File: src/core/cfo_pkg.sv
package cfo_pkg;

  // ****************************************
  // Option codes and payload lengths
  // ****************************************
  localparam int PAY_MAX = 20;
  localparam logic [7:0] OPT_SM = 8'h04;
  localparam logic [7:0] OPT_CAP = 8'h05;
  localparam logic [7:0] OPT_APP = 8'h06;
  localparam logic [7:0] OPT_FILE = 8'h08;
  localparam logic [4:0] LEN_SM = 5'h02;
  localparam logic [4:0] LEN_CAP = 5'h0a;
  localparam logic [4:0] LEN_APP_S = 5'h11;
  localparam logic [4:0] LEN_APP_L = 5'h13;
  localparam logic [4:0] LEN_FILE = 5'h03;
  localparam logic [4:0] LEN_FID = 5'h02;
  localparam logic [4:0] LEN_PAIR = 5'h02;
  localparam logic [4:0] NAME_MIN = 5'h01;
  localparam logic [4:0] NAME_LIM = 5'h10;
  localparam logic [4:0] CNT_MAX = 5'h14;

  // ****************************************
  // Field positions
  // ****************************************
  localparam int SM_CHAIN_BIT = 2;
  localparam int CAP1_POS = 4;
  localparam int CAP5_POS = 8;
  localparam int CAP6_POS = 9;
  localparam int LR_MODE_BIT = 1;
  localparam int NAME_POS = 1;
  localparam int NAME_MAX = 16;
  localparam int FID_FLAG_BIT = 7;
  localparam int TWO_BIT = 1;
  localparam int UPD_BIT = 0;
  localparam int OLD1_POS = 1;
  localparam int NEW1_POS = 2;
  localparam int OLD2_POS_F = 5;
  localparam int OLD2_POS_N = 3;
  localparam int FID_POS [3] = '{17, 3, 7};
  localparam logic [15:0] FID_RSV [4] = '{16'h0000, 16'h3f00, 16'h3fff, 16'hffff};

  // ****************************************
  // Status words
  // ****************************************
  localparam logic [15:0] SW_NONE = 16'h0000;
  localparam logic [15:0] SW_OK = 16'h9100;
  localparam logic [15:0] SW_LEN = 16'h917e;
  localparam logic [15:0] SW_PARAM = 16'h919e;
  localparam logic [15:0] SW_DENIED = 16'h919d;

  // ****************************************
  // APB register map
  // ****************************************
  localparam logic [7:0] A_CTRL = 8'h00;
  localparam logic [7:0] A_DATA = 8'h04;
  localparam logic [7:0] A_STAT = 8'h08;
  localparam logic [7:0] A_CFG = 8'h0c;
  localparam logic [7:0] A_CAP = 8'h10;
  localparam logic [7:0] A_FID = 8'h14;
  localparam logic [7:0] A_REN0 = 8'h18;
  localparam logic [7:0] A_REN1 = 8'h1c;
  localparam int GO_BIT = 8;
  localparam int CLR_BIT = 9;

  typedef enum logic [0:0] {
    CFO_IDLE = 1'b0,
    CFO_EXEC = 1'b1
  } cfo_fsm_t;

  typedef struct packed {
    logic chain_block;
    logic lr_mode;
    logic [7:0] cap1;
    logic [7:0] cap5;
    logic [7:0] cap6;
    logic app_renamed;
    logic [4:0] name_len;
    logic [15:0][7:0] dir_name;
    logic [15:0] app_fid;
    logic files_renamed;
    logic [1:0] ren_valid;
    logic [1:0] ren_fid_upd;
    logic [1:0][7:0] ren_old;
    logic [1:0][7:0] ren_new;
    logic [1:0][15:0] ren_fid;
  } cfo_cfg_t;

  typedef struct packed {
    cfo_fsm_t fsm;
    logic [7:0] opt;
    logic [PAY_MAX-1:0][7:0] pay;
    logic [4:0] cnt;
    logic [15:0] sw;
    logic [31:0] rdata;
    cfo_cfg_t cfg;
  } cfo_st_t;

endpackage

File: src/core/cfo_fid_chk.sv
`timescale 1ns/1ns
module cfo_fid_chk
  import cfo_pkg::*;
(
  // Payload bytes
  input wire logic [7:0] lsb,
  input wire logic [7:0] msb,
  // Result
  output logic [15:0] fid,
  output logic rsv
);

  // ****************************************
  // Identifier assembly
  // ****************************************
  always_comb begin
    fid = {msb, lsb};
    rsv = 1'b0;
    for (int i = 0; i < $size(FID_RSV); i++) begin
      if (fid == FID_RSV[i]) begin
        rsv = 1'b1;
      end
    end
  end

endmodule // cfo_fid_chk

File: src/core/cfo_parser.sv
`timescale 1ns/1ns
module cfo_parser
  import cfo_pkg::*;
(
  // Clock and reset
  input wire logic clock,
  input wire logic sys_rst,
  // APB slave
  input wire logic psel,
  input wire logic penable,
  input wire logic pwrite,
  input wire logic [7:0] paddr,
  input wire logic [31:0] pwdata,
  output logic [31:0] prdata,
  output logic pready,
  output logic pslverr,
  // Stored configuration
  output cfo_cfg_t cfg
);

  cfo_st_t st_ff;
  cfo_st_t nxt_st;
  logic [2:0][15:0] fid_v;
  logic [2:0] fid_rsv;
  logic acc;
  logic wr;

  function automatic logic reg_known(input logic [7:0] a);
    return a == A_CTRL || a == A_DATA || a == A_STAT || a == A_CFG ||
           a == A_CAP || a == A_FID || a == A_REN0 || a == A_REN1;
  endfunction

  // ****************************************
  // Identifier checkers
  // ****************************************
  for (genvar k = 0; k < 3; k++) begin : g_fid
    cfo_fid_chk u_chk (
      .lsb(st_ff.pay[FID_POS[k]]),
      .msb(st_ff.pay[FID_POS[k]+1]),
      .fid(fid_v[k]),
      .rsv(fid_rsv[k])
    );
  end

  // ****************************************
  // Bus answer
  // ****************************************
  // Every access completes in its first access cycle
  assign acc = psel && penable;
  assign wr = acc && pwrite;
  assign pready = 1'b1;
  assign prdata = st_ff.rdata;
  assign cfg = st_ff.cfg;

  // Writes while a command runs are refused so the payload stays stable
  always_comb begin
    pslverr = 1'b0;
    if (acc) begin
      if (!reg_known(paddr)) begin
        pslverr = 1'b1;
      end else if (pwrite && st_ff.fsm == CFO_EXEC) begin
        pslverr = 1'b1;
      end else if (pwrite && paddr == A_DATA && st_ff.cnt == CNT_MAX) begin
        pslverr = 1'b1;
      end
    end
  end

  // ****************************************
  // Next state
  // ****************************************
  always_comb begin
    logic ok;
    logic len_bad;
    logic once_bad;
    logic two;
    logic upd;
    logic pad_ok;
    logic [4:0] nl;
    logic [4:0] exp_len;
    int o2;
    ok = 1'b0;
    len_bad = 1'b0;
    once_bad = 1'b0;
    two = 1'b0;
    upd = 1'b0;
    pad_ok = 1'b1;
    nl = 5'h00;
    exp_len = 5'h00;
    o2 = OLD2_POS_N;
    nxt_st = st_ff;

    // Read data is caught in the setup cycle
    if (psel && !penable) begin
      unique case (paddr)
        A_STAT: nxt_st.rdata = {3'h0, st_ff.cnt, 7'h00, st_ff.fsm, st_ff.sw};
        A_CFG: nxt_st.rdata = {16'h0000, 3'h0, st_ff.cfg.name_len, 3'h0,
                               st_ff.cfg.files_renamed, st_ff.cfg.app_renamed,
                               1'b0, st_ff.cfg.lr_mode, st_ff.cfg.chain_block};
        A_CAP: nxt_st.rdata = {8'h00, st_ff.cfg.cap6, st_ff.cfg.cap5, st_ff.cfg.cap1};
        A_FID: nxt_st.rdata = {16'h0000, st_ff.cfg.app_fid};
        A_REN0: nxt_st.rdata = {st_ff.cfg.ren_fid[0], st_ff.cfg.ren_new[0],
                                st_ff.cfg.ren_old[0]};
        A_REN1: nxt_st.rdata = {st_ff.cfg.ren_fid[1], st_ff.cfg.ren_new[1],
                                st_ff.cfg.ren_old[1]};
        A_CTRL: nxt_st.rdata = {24'h000000, st_ff.opt};
        default: nxt_st.rdata = 32'h00000000;
      endcase
    end

    unique case (st_ff.fsm)
      CFO_IDLE: begin
        if (wr && paddr == A_CTRL) begin
          nxt_st.opt = pwdata[7:0];
          if (pwdata[CLR_BIT]) begin
            nxt_st.cnt = 5'h00;
          end
          if (pwdata[GO_BIT]) begin
            nxt_st.fsm = CFO_EXEC;
          end
        end
        if (wr && paddr == A_DATA && st_ff.cnt != CNT_MAX) begin
          nxt_st.pay[st_ff.cnt] = pwdata[7:0];
          nxt_st.cnt = st_ff.cnt + 5'h01;
        end
      end
      CFO_EXEC: begin
        nxt_st.fsm = CFO_IDLE;
        nxt_st.cnt = 5'h00;
        case (st_ff.opt)
          OPT_SM: begin
            len_bad = st_ff.cnt != LEN_SM;
            if (!len_bad) begin
              ok = 1'b1;
              // Other bits of the field are reserved and dropped
              if (st_ff.pay[0][SM_CHAIN_BIT]) begin
                nxt_st.cfg.chain_block = 1'b1;
              end
            end
          end
          OPT_CAP: begin
            len_bad = st_ff.cnt != LEN_CAP;
            if (!len_bad) begin
              ok = 1'b1;
              // Only the mode bit of byte one is kept
              nxt_st.cfg.cap1[LR_MODE_BIT] = st_ff.cfg.cap1[LR_MODE_BIT] |
                st_ff.pay[CAP1_POS][LR_MODE_BIT];
              nxt_st.cfg.cap5 = st_ff.pay[CAP5_POS];
              nxt_st.cfg.cap6 = st_ff.pay[CAP6_POS];
              if (st_ff.pay[CAP1_POS][LR_MODE_BIT]) begin
                nxt_st.cfg.lr_mode = 1'b1;
              end
            end
          end
          OPT_APP: begin
            once_bad = st_ff.cfg.app_renamed;
            len_bad = st_ff.cnt != LEN_APP_S && st_ff.cnt != LEN_APP_L;
            nl = st_ff.pay[0][4:0];
            for (int i = 0; i < NAME_MAX; i++) begin
              if (5'(i) >= nl && st_ff.pay[NAME_POS+i] != 8'h00) begin
                pad_ok = 1'b0;
              end
            end
            // The long form carries an identifier and must say so
            if (!once_bad && !len_bad && nl >= NAME_MIN && nl <= NAME_LIM &&
                pad_ok && (st_ff.cnt == LEN_APP_S ||
                (st_ff.pay[0][FID_FLAG_BIT] && !fid_rsv[0]))) begin
              ok = 1'b1;
              nxt_st.cfg.app_renamed = 1'b1;
              nxt_st.cfg.name_len = nl;
              for (int i = 0; i < NAME_MAX; i++) begin
                nxt_st.cfg.dir_name[i] = st_ff.pay[NAME_POS+i];
              end
              if (st_ff.cnt == LEN_APP_L) begin
                nxt_st.cfg.app_fid = fid_v[0];
              end
            end
          end
          OPT_FILE: begin
            once_bad = st_ff.cfg.files_renamed;
            two = st_ff.pay[0][TWO_BIT];
            upd = st_ff.pay[0][UPD_BIT];
            exp_len = LEN_FILE + (upd ? LEN_FID : 5'h00);
            if (two) begin
              exp_len = exp_len + LEN_PAIR + (upd ? LEN_FID : 5'h00);
            end
            o2 = upd ? OLD2_POS_F : OLD2_POS_N;
            len_bad = st_ff.cnt != exp_len;
            if (!once_bad && !len_bad && !(upd && fid_rsv[1]) &&
                !(upd && two && fid_rsv[2])) begin
              ok = 1'b1;
              nxt_st.cfg.files_renamed = 1'b1;
              nxt_st.cfg.ren_valid = {two, 1'b1};
              nxt_st.cfg.ren_fid_upd = {two && upd, upd};
              nxt_st.cfg.ren_old[0] = st_ff.pay[OLD1_POS];
              nxt_st.cfg.ren_new[0] = st_ff.pay[NEW1_POS];
              if (upd) begin
                nxt_st.cfg.ren_fid[0] = fid_v[1];
              end
              if (two) begin
                nxt_st.cfg.ren_old[1] = st_ff.pay[o2];
                nxt_st.cfg.ren_new[1] = st_ff.pay[o2+1];
                if (upd) begin
                  nxt_st.cfg.ren_fid[1] = fid_v[2];
                end
              end
            end
          end
          default: begin
            once_bad = 1'b1;
          end
        endcase
        // Leakage-resilient mode can only ever be set
        nxt_st.cfg.lr_mode = nxt_st.cfg.lr_mode | st_ff.cfg.lr_mode;
        if (ok) begin
          nxt_st.sw = SW_OK;
        end else begin
          nxt_st.cfg = st_ff.cfg;
          nxt_st.sw = once_bad ? SW_DENIED : (len_bad ? SW_LEN : SW_PARAM);
        end
      end
    endcase
  end

  // ****************************************
  // State register
  // ****************************************
  always_ff @(posedge clock or posedge sys_rst) begin
    if (sys_rst) begin
      st_ff <= '0;
    end else begin
      st_ff <= nxt_st;
    end
  end

  // ****************************************
  // Checks
  // ****************************************
  a_chain_set: assert property (@(posedge clock) disable iff (sys_rst)
    st_ff.fsm == CFO_EXEC && st_ff.opt == OPT_SM && st_ff.cnt == LEN_SM &&
    st_ff.pay[0][SM_CHAIN_BIT] |=> cfg.chain_block && st_ff.sw == SW_OK)
    else $error("chain block not set");

  a_cap_bytes: assert property (@(posedge clock) disable iff (sys_rst)
    st_ff.fsm == CFO_EXEC && st_ff.opt == OPT_CAP && st_ff.cnt == LEN_CAP
    |=> cfg.cap5 == $past(st_ff.pay[CAP5_POS]) && cfg.cap6 == $past(st_ff.pay[CAP6_POS]))
    else $error("capability bytes misplaced");

  a_mode_enable: assert property (@(posedge clock) disable iff (sys_rst)
    st_ff.fsm == CFO_EXEC && st_ff.opt == OPT_CAP && st_ff.cnt == LEN_CAP &&
    st_ff.pay[CAP1_POS][LR_MODE_BIT] |=> cfg.lr_mode)
    else $error("mode not enabled");

  a_mode_keep: assert property (@(posedge clock) disable iff (sys_rst)
    st_ff.fsm == CFO_EXEC && st_ff.opt == OPT_CAP && !st_ff.pay[CAP1_POS][LR_MODE_BIT]
    |=> cfg.lr_mode == $past(cfg.lr_mode))
    else $error("mode changed by clear bit");

  a_mode_sticky: assert property (@(posedge clock) disable iff (sys_rst)
    cfg.lr_mode |=> cfg.lr_mode [*2])
    else $error("mode was cleared");

  a_app_once: assert property (@(posedge clock) disable iff (sys_rst)
    st_ff.fsm == CFO_EXEC && st_ff.opt == OPT_APP &&
    (cfg.app_renamed || (st_ff.cnt != LEN_APP_S && st_ff.cnt != LEN_APP_L))
    |=> st_ff.sw != SW_OK && $stable(cfg))
    else $error("renaming accepted wrongly");

  a_name_range: assert property (@(posedge clock) disable iff (sys_rst)
    st_ff.fsm == CFO_EXEC && st_ff.opt == OPT_APP &&
    (st_ff.pay[0][4:0] < NAME_MIN || st_ff.pay[0][4:0] > NAME_LIM)
    |=> st_ff.sw != SW_OK)
    else $error("bad name length accepted");

  a_fid_order: assert property (@(posedge clock) disable iff (sys_rst)
    $rose(cfg.app_renamed) && $past(st_ff.cnt) == LEN_APP_L
    |-> cfg.app_fid == {st_ff.pay[FID_POS[0]+1], st_ff.pay[FID_POS[0]]})
    else $error("identifier byte order");

  a_fid_rsv: assert property (@(posedge clock) disable iff (sys_rst)
    st_ff.fsm == CFO_EXEC && st_ff.opt == OPT_APP && st_ff.cnt == LEN_APP_L &&
    fid_rsv[0] |=> !$rose(cfg.app_renamed))
    else $error("reserved identifier accepted");

  a_file_len: assert property (@(posedge clock) disable iff (sys_rst)
    st_ff.fsm == CFO_EXEC && st_ff.opt == OPT_FILE && st_ff.cnt != LEN_FILE &&
    st_ff.cnt != 5'h05 && st_ff.cnt != 5'h09 |=> st_ff.sw == SW_LEN || st_ff.sw == SW_DENIED)
    else $error("file length accepted");

  a_exec_done: assert property (@(posedge clock) disable iff (sys_rst)
    st_ff.fsm == CFO_EXEC |=> st_ff.fsm == CFO_IDLE && st_ff.sw != SW_NONE)
    else $error("command did not finish");

  a_chain_keep: assert property (@(posedge clock) disable iff (sys_rst)
    st_ff.fsm == CFO_EXEC && st_ff.opt == OPT_SM && !st_ff.pay[0][SM_CHAIN_BIT]
    |=> cfg.chain_block == $past(cfg.chain_block))
    else $error("chain block changed by clear bit");

  a_sm_len: assert property (@(posedge clock) disable iff (sys_rst)
    st_ff.fsm == CFO_EXEC && st_ff.opt == OPT_SM && st_ff.cnt != LEN_SM
    |=> st_ff.sw == SW_LEN && $stable(cfg))
    else $error("bad messaging length accepted");

  a_cap_rsv: assert property (@(posedge clock) disable iff (sys_rst)
    (cfg.cap1 & ~(8'h01 << LR_MODE_BIT)) == 8'h00)
    else $error("reserved capability bit stored");

  a_app_short: assert property (@(posedge clock) disable iff (sys_rst)
    $rose(cfg.app_renamed) && $past(st_ff.cnt) == LEN_APP_S
    |-> cfg.app_fid == $past(cfg.app_fid))
    else $error("short form changed identifier");

  a_file_once: assert property (@(posedge clock) disable iff (sys_rst)
    st_ff.fsm == CFO_EXEC && st_ff.opt == OPT_FILE && cfg.files_renamed
    |=> st_ff.sw == SW_DENIED && $stable(cfg))
    else $error("second file renaming accepted");

  a_ren_upd: assert property (@(posedge clock) disable iff (sys_rst)
    $rose(cfg.files_renamed) |-> cfg.ren_fid_upd[0] == $past(st_ff.pay[0][UPD_BIT]) &&
    (cfg.ren_fid_upd[0] || cfg.ren_fid == $past(cfg.ren_fid)))
    else $error("identifier update flag wrong");

  a_ren_first: assert property (@(posedge clock) disable iff (sys_rst)
    $rose(cfg.files_renamed) |-> cfg.ren_old[0] == st_ff.pay[OLD1_POS] &&
    cfg.ren_new[0] == st_ff.pay[NEW1_POS])
    else $error("first file numbers misplaced");

  a_ren_count: assert property (@(posedge clock) disable iff (sys_rst)
    $rose(cfg.files_renamed) |-> cfg.ren_valid == {$past(st_ff.pay[0][TWO_BIT]), 1'b1})
    else $error("renamed file count wrong");

endmodule // cfo_parser

File: config.mk
export PLATFORM = sky130hd
export DESIGN_NAME = cfo_parser
export DESIGN_NICKNAME = d
export VERILOG_FILES = /design/src/core/cfo_pkg.sv /design/src/core/cfo_fid_chk.sv /design/src/core/cfo_parser.sv
export SDC_FILE = /design/constraint.sdc
export NUM_CORES = 1
export LEC_CHECK = 0
export ABC_AREA = 1
export BUFFER_PORTS_ARGS = -buffer_cell sky130_fd_sc_hd__buf_2
export CAP_MARGIN = 20
export CELL_PAD_IN_SITES_DETAIL_PLACEMENT = 1
export CELL_PAD_IN_SITES_GLOBAL_PLACEMENT = 1
export CORE_MARGIN = 3
export CORE_UTILIZATION = 35
export DETAILED_ROUTE_END_ITERATION = 6
export GPL_TIMING_DRIVEN = 1
export PLACE_DENSITY_LB_ADDON = 0.12
export SLEW_MARGIN = 20
export SYNTH_ARGS = -nofsm -noshare
export SYNTH_HDL_FRONTEND = slang
export SYNTH_SLANG_ARGS = --single-unit
File: constraint.sdc
create_clock -name clock -period 28.2 [get_ports clock]
set_input_delay 5.64 -clock clock [delete_from_list [all_inputs] [get_ports clock]]
set_output_delay 5.64 -clock clock [all_outputs]
set_load 0.05 [all_outputs]
==> summary.md, run 1 <==
| Metric | Value |
|---|---|
| Status | `finished clean` |
| Nets | `2,508` |
| H-tree depth | `2` |
| Clock Path Buffers | `3` |
| Fillers | `7,065` |
| GRT Util Overall | `0.222` |
| Yosys Warn Count | `0` |
| CTS tree | `done` |
| Max frequency | `78.6 MHz` |
| Initial Util | `0.356` |
| Largest family of logic cells by synthesized area | `simple AND/OR/NAND/NOR gates` |
| #FFs+latches synth | `439` |
| Hold wc startpoint | `cfg[204]$_DFFE_PP0P_` |
| Place WS | `15.51 ns` |
| PD cells | `58.2 mW/mm²` |
| Placed Cells | `3,176` |
| Crit. End Element | `output pin` |
| IO Count | `324` |
| First-pass GRT wire length | `107 mm` |
| XOR/XNOR Fraction of Synth Area | `0.000412` |
| Inserted Clock Buffers | `49` |
| Full die area | `0.0637 mm²` |
| Clock network latency to the later pin of the worst-skew pair | `0.60 ns` |
| Area growth, synth to finish | `7.38%` |
| Count of pins over their slew limit | `0` |
| Port bufs | `293` |
| Initial DRT Pass Iterations | `5` |
| Setup violators final | `0` |
| CP max-delay cell | `clkinv_1` |
| Clk slew on worst S/H paths | `0.06 ns` |
| Pin count of the biggest net entering global routing | `152` |
| Hold depth | `2` |
| Total congestion overflow | `0` |
| Wire per inst | `21.8 µm` |
| Most frequent cells in the layout | `732 x nand2_1, 438 x dfrtp_1, 311 x o21ai_0, 293 x buf_2, 180 x inv_1` |
| Setup WS post-layout | `15.48 ns` |
| Post-DP HPWL | `50.9 mm` |
| Fraction of layout cells with a size suffix above 1 | `0.195` |
| Routability congestion estimate | `0.854` |
| # hold bufs at CTS | `0` |
| Commonest non-fill, non-tap cell in the layout | `nand2_1` |
| Row count | `89` |
| Post-synthesis mux area share | `0.000471` |
| Crit-path max FO | `10` |
| Die Height | `252 µm` |
| Fin crit share | `0.451` |
| Number of max-cap violations | `0` |
| Finished Layout Cells | `3,269` |
| ANT nets after route | `0` |
| Reg2Reg Depth | `15` |
| CP max stage delay | `0.31 ns` |
| Core area | `0.0596 mm²` |
| Post-CTS Setup Bufs | `0` |
| Simple-Gate Fraction of Synth Area | `0.187` |
| CTS Root Cell | `clkbuf_16` |
| Worst clock skew | `0.0371 ns` |
| Routed vias/inst | `4.89` |
| Reg2Reg Setup Slack | `22.91 ns` |
| Synth cell types | `42` |
| Initial antenna violation count | `2` |
| RSZ-0062 raised after global routing | `false` |
| Arrival @ worst endpoint | `7.08 ns` |
| Resized Gates After CTS | `0` |
| Iter 0 DRT Violations | `1,139` |
| Netlist Area Pre-Place | `0.0212 mm²` |
| Mean Syn Cell Area | `8.59 µm²` |
| Worst Hold Path EP | `cfg[204]$_DFFE_PP0P_` |
| DRC violations left | `0` |
| Crit path time final | `12.72 ns` |
| Crit Path Category | `in2out` |
| Worst VDD drop | `0.0418 mV` |
| Worst min path class | `reg2reg` |
| Setup TNS | `0 ns` |
| Register area share after synthesis | `0.517` |
| Fin util | `0.383` |
| Synth Area in Compound Gates | `0.125` |
| Die Span X | `252 µm` |
| Adder-cell share of the synthesized area | `0.00471` |
| Clock sink count | `439` |
| Startpoint Class | `primary input` |
| CP Cell Sequence | `buf_2 > inv_1 > nand3_1 > clkinv_1 > nand2_1 > inv_2 > a21oi_1 > o21ai_0 > buf_2` |
| Most frequent CP cell | `buf_2` |
| LEAKAGE | `11.6 nW` |
| Final hold vios | `0` |
| Rel. slew slack | `0.325` |
| Critical path required time | `22.56 ns` |
| R2r endpoint | `cfg[205]$_DFFE_PP0P_` |
| Vias | `16,000` |
| Syn Inst Count | `2,473` |
| Routed WL | `71.3 mm` |
| Vias in the first global route | `16,400` |
| Tightest Pin Transition | `1.01 ns` |
| RR Startpoint | `st_ff[298]$_DFFE_PP0P_` |
| Worst hold slack | `0.467 ns` |
[logic make-up after synthesis]
family	after synthesis
buffers and inverters	578
adders and majority gates	8
other	2
and+or+nand+nor	980
xor gates and xnor gates	1
DFF	439
AOI/OAI and AO/OA	464
muxes	1
[flip-flops by register name (all words and copies together), names as in the netlist]
register,flops
cfg,237
st_ff,170
prdata,32
[power breakdown]
| part | internal, mW | switching (mW) |
|---|---|---|
| registers | 0.630 | 0.000716 |
| logic | 0.00480 | 0.0285 |
| clock network | 0.391 | 0.271 |
| total | 1.03 | 0.301 |
[synth_stat cells]
library cell	number	area share
nand4_1	27	0.0080
nand3b_1	2	0.00071
o21ai_0	311	0.073
dfrtp_1	439	0.52
a211oi_1	1	0.00035
nor2_4	3	0.0016
o21ai_2	67	0.028
buf_2	22	0.0052
ha_1	8	0.0047
clkbuf_1	51	0.0090
nand3_1	95	0.022
nor3_1	13	0.0031
o31ai_1	1	0.00035
a22o_1	8	0.0033
buf_4	283	0.10
a211oi_2	1	0.00059
inv_2	8	0.0014
nand4_2	1	0.00059
o22ai_1	3	0.00088
o211ai_1	2	0.00071
nand3_2	1	0.00047
a32o_1	1	0.00047
or2_2	1	0.00029
nand2_1	732	0.13
buf_6	30	0.016
a21oi_1	15	0.0035
nor3_2	2	0.00094
nor2_2	4	0.0012
o311ai_0	1	0.00041
nand2_2	2	0.00059
clkinv_1	2	0.00035
o21bai_1	3	0.0011
a31oi_1	2	0.00059
conb_1	2	0.00035
mux2i_1	1	0.00047
o2111ai_1	2	0.00082
a221oi_1	3	0.0012
nor2_1	94	0.017
nand2_4	3	0.0016
o21ai_1	43	0.010
inv_1	182	0.032
xnor2_1	1	0.00041
[critical path: cells and delay by family]
family                 cells  cell delay, ns
AO/OA/AOI/OAI              2            0.34
AND/OR/NAND/NOR            2            0.34
buffers and inverters      5            0.77
[per-layer routing]
layer / track usage / routed length, µm / part of all wire / vias up
met5: 0 / 0 / 0 / -
met4: 0.0485 / 1430 / 0.020 / 0
met3: 0.0400 / 3540 / 0.050 / 83
met2: 0.352 / 32400 / 0.45 / 369
met1: 0.320 / 34000 / 0.48 / 7953
li1: - / - / - / 7590
[per-stage QoR]
stage | total power, mW | area, µm²
3_3_place_gp | 0.676 | 21100
4_1_cts | 1.35 | 22800
3_5_place_dp | 0.677 | 21100
2_1_floorplan | 0.662 | 21300
5_1_grt | 1.38 | 22800
6_report | 1.33 | 22800
[cell type report]
cell class	instances	area [µm²]	share of cell area
antenna	2	5.00	0.000219
timing repair buffer	311	1660	0.0729
multi-input combinational	1462	6810	0.298
clock inverter	18	206	0.00905
inverter	192	728	0.0319
clock buffer	72	1440	0.0633
sequential	439	11000	0.482
tap	773	967	0.0424
[worst max path at each step]
stage / end / slack, ns / from / cells after the start
6_report: pslverr / 15.48 / paddr[4] / 9
4_1_cts: pslverr / 15.51 / paddr[4] / 9
2_1_floorplan: cfg[0]$_DFFE_PP0P_ / 10.33 / sys_rst / 1
5_1_grt: pslverr / 15.36 / paddr[4] / 9
3_5_place_dp: pslverr / 15.51 / paddr[4] / 9
3_3_place_gp: pslverr / 15.53 / paddr[4] / 9
Power figures use the tool's default switching activity.
==> inputs of run 2 (changes only) <==
Clock period 28.2 ns to 11.8 ns, I/O delays scaled along.
==> run 2 against run 1 <==
Net effect: count of clock-buffer cells in the layout up 3; non-clock buffer count did not move; clock power rose to 2.6 times the previous value; combinational power is 130% higher; final area up 0.55%; flip-flop and latch count is the same; core utilization is 0.21 points higher; global-route usage increased by 0.057 points; critical path depth is the same; routed wire length decreased by 0.20%; first-iteration DRC count down 8.4%; sequential power up 140%; critical endpoint unchanged.
==> summary.md, run 2 (synthesis results as in run 1) <==
| Metric | Value |
|---|---|
| H-tree depth | `2 (unchanged)` |
| Pint | `2.58 mW (was 1.03 mW)` |
| Combinational share of power | `0.023 (was 0.025)` |
| Resized Gates After CTS | `0 (unchanged)` |
| Post-DP HPWL | `51.1 mm (was 50.9 mm)` |
| Place WS | `5.69 ns (was 15.51 ns)` |
| Routed WL | `71.2 mm (was 71.3 mm)` |
| Total congestion overflow | `0 (unchanged)` |
| Sequential power share | `0.457 (was 0.476)` |
| CP Cell Sequence | `buf_2 > inv_1 > nand3_1 > clkinv_1 > nand2_1 > inv_2 > a21oi_1 > o21ai_0 > buf_2 (unchanged)` |
| Initial antenna violation count | `2 (unchanged)` |
| Sw Pwr | `0.723 mW (was 0.301 mW)` |
| GRT Util Overall | `0.223 (was 0.222)` |
| Crit path time final | `6.15 ns` |
| Fillers | `7,030 (was 7,065)` |
| Fin crit share | `0.521` |
| Design Area, Final | `0.0229 mm² (was 0.0228 mm²)` |
| CTS tree | `done (unchanged)` |
| Cell Area, Placed | `0.0211 mm² (about the same)` |
| Fin util | `0.385 (was 0.383)` |
| Clk slew on worst S/H paths | `0.05 ns (was 0.06 ns)` |
| Rel. slew slack | `0.323 (was 0.325)` |
| Die Height | `252 µm (unchanged)` |
| CP max stage delay | `0.31 ns (about the same)` |
| Tightest Pin Transition | `1.01 ns (about the same)` |
| Worst Path Buf+Inv | `5 (unchanged)` |
| Crit-path max FO | `10 (unchanged)` |
| Status | `finished clean (unchanged)` |
| Critical path required time | `9.44 ns (was 22.56 ns)` |
| Inserted Clock Buffers | `51 (was 49)` |
| Routed vias/inst | `4.95 (was 4.89)` |
| Arrival @ worst endpoint | `3.79 ns (was 7.08 ns)` |
| Pin count of the biggest net entering global routing | `155 (was 152)` |
| Largest register FFs | `237 (unchanged)` |
| First-pass GRT wire length | `107 mm (about the same)` |
| Setup WS post-layout | `5.65 ns (was 15.48 ns)` |
| GR peak layer | `met2 (unchanged)` |
| Number of max-cap violations | `0 (unchanged)` |
| Vias | `16,200 (was 16,000)` |
| RSZ-0062 raised after global routing | `false (unchanged)` |
| Area growth, synth to finish | `7.97% (was 7.38%)` |
| Setup violators final | `0 (unchanged)` |
| LEAKAGE | `11.7 nW (was 11.6 nW)` |
| Routability congestion estimate | `0.849 (was 0.854)` |
| Clock network latency to the later pin of the worst-skew pair | `0.60 ns (about the same)` |
| DRC violations left | `0 (unchanged)` |
| Count of pins over their slew limit | `0 (unchanged)` |
| IO Count | `324 (unchanged)` |
| Post-CTS Setup Bufs | `0 (unchanged)` |
| # hold bufs at CTS | `0 (unchanged)` |
| GR Layer Usage met2 | `0.351 (was 0.352)` |
| Sw frac | `0.219 (was 0.227)` |
| Row count | `89 (unchanged)` |
| Full die area | `0.0637 mm² (unchanged)` |
| Fraction of layout cells with a size suffix above 1 | `0.196 (was 0.195)` |
| Nets | `2,510 (was 2,508)` |
| Commonest non-fill, non-tap cell in the layout | `nand2_1 (unchanged)` |
| Worst hold slack | `0.467 ns (about the same)` |
| Clock power share | `0.520 (was 0.499)` |
| Crit path max-delay family | `buffers and inverters (unchanged)` |
| Worst min path class | `reg2reg (unchanged)` |
| Worst VDD drop | `0.107 mV (was 0.0418 mV)` |
| CP max-delay cell | `clkinv_1 (unchanged)` |
| Wire per inst | `21.8 µm (about the same)` |
| Crit Path Category | `in2out (unchanged)` |
| Vias in the first global route | `16,500 (was 16,400)` |
| ANT nets after route | `0 (unchanged)` |
| Port bufs | `293 (unchanged)` |
| PD cells | `144 mW/mm² (was 58.2 mW/mm²)` |
| Clock Path Buffers | `3 (unchanged)` |
| Startpoint Class | `primary input (unchanged)` |
| Core area | `0.0596 mm² (unchanged)` |
| Die Span X | `252 µm (unchanged)` |
| Most frequent cells in the layout | `732 x nand2_1, 438 x dfrtp_1, 311 x o21ai_0, 293 x buf_2, 180 x inv_1 (unchanged)` |
| Final hold vios | `0 (unchanged)` |
| Worst clock skew | `0.0218 ns (was 0.0371 ns)` |
| Most frequent CP cell | `buf_2 (unchanged)` |
| Met1 usage | `0.323 (was 0.320)` |
| Clock sink count | `439 (unchanged)` |
| Initial Util | `0.356 (unchanged)` |
| Crit. End Element | `output pin (unchanged)` |
| Max frequency | `163 MHz` |
| Setup TNS | `0 ns (unchanged)` |
| Initial DRT Pass Iterations | `4 (was 5)` |
| Iter 0 DRT Violations | `1,043 (was 1,139)` |
| CTS Root Cell | `clkbuf_16 (unchanged)` |
| Met3 Resource Use GR | `0.0349 (was 0.0400)` |
run 2: power by group through the flow:
stage	clock network [mW]	logic, mW	registers (mW)
6_report	1.72	0.0768	1.51
5_1_grt	1.83	0.0870	1.51
4_1_cts	1.76	0.0802	1.51
3_5_place_dp	0	0.0801	1.54
3_3_place_gp	0	0.0790	1.54
2_1_floorplan	0	0.0478	1.54
run 2: area by class of cell:
cell class | count | area (µm²) | area share
Tap cell | 773 | 967 | 0.0422
Timing Repair Buffer | 311 | 1620 | 0.0707
Sequential cell | 439 | 11000 | 0.479
Clock inverter | 18 | 298 | 0.0130
Multi-Input combinational cell | 1462 | 6810 | 0.297
Antenna cell | 1 | 2.50 | 0.000109
Inverter | 192 | 724 | 0.0316
Clock buffer | 75 | 1520 | 0.0662
run 2: per-stage QoR:
| step | std cells | total power, mW |
|---|---|---|
| 5_1_grt | 3270 | 3.42 |
| 6_report | 3271 | 3.30 |
| 4_1_cts | 3269 | 3.35 |
| 3_5_place_dp | 3176 | 1.62 |
| 3_3_place_gp | 3176 | 1.61 |
| 2_1_floorplan | 2479 | 1.58 |
run 2: worst paths after layout:
path	start	end	slack [ns]	cells after the start
max	paddr[4]	pslverr	5.65	9
min	cfg[161]$_DFFE_PP0P_	cfg[161]$_DFFE_PP0P_	0.47	2
max reg2reg	st_ff[298]$_DFFE_PP0P_	cfg[114]$_DFFE_PP0P_	6.97	15
min reg2reg	cfg[161]$_DFFE_PP0P_	cfg[161]$_DFFE_PP0P_	0.47	2
max in group asynchronous	sys_rst	st_ff[466]$_DFF_PP0_	7.60	4
min in group asynchronous	sys_rst	cfg[160]$_DFFE_PP0P_	1.91	2
run 2: tightest hold or removal path, delay by kind of cell, from the launching register on:
family           cells  cell delay, ns
AND/OR/NAND/NOR      2            0.10
flip-flops           1            0.34
run 2: routing by layer:
metal / up-vias / share of wire / routed length (µm)
met1: 8170 / 0.48 / 34100
met2: 342 / 0.45 / 32300
met4: 0 / 0.021 / 1490
li1: 7593 / - / -
met3: 82 / 0.046 / 3290
met5: - / 0 / 0
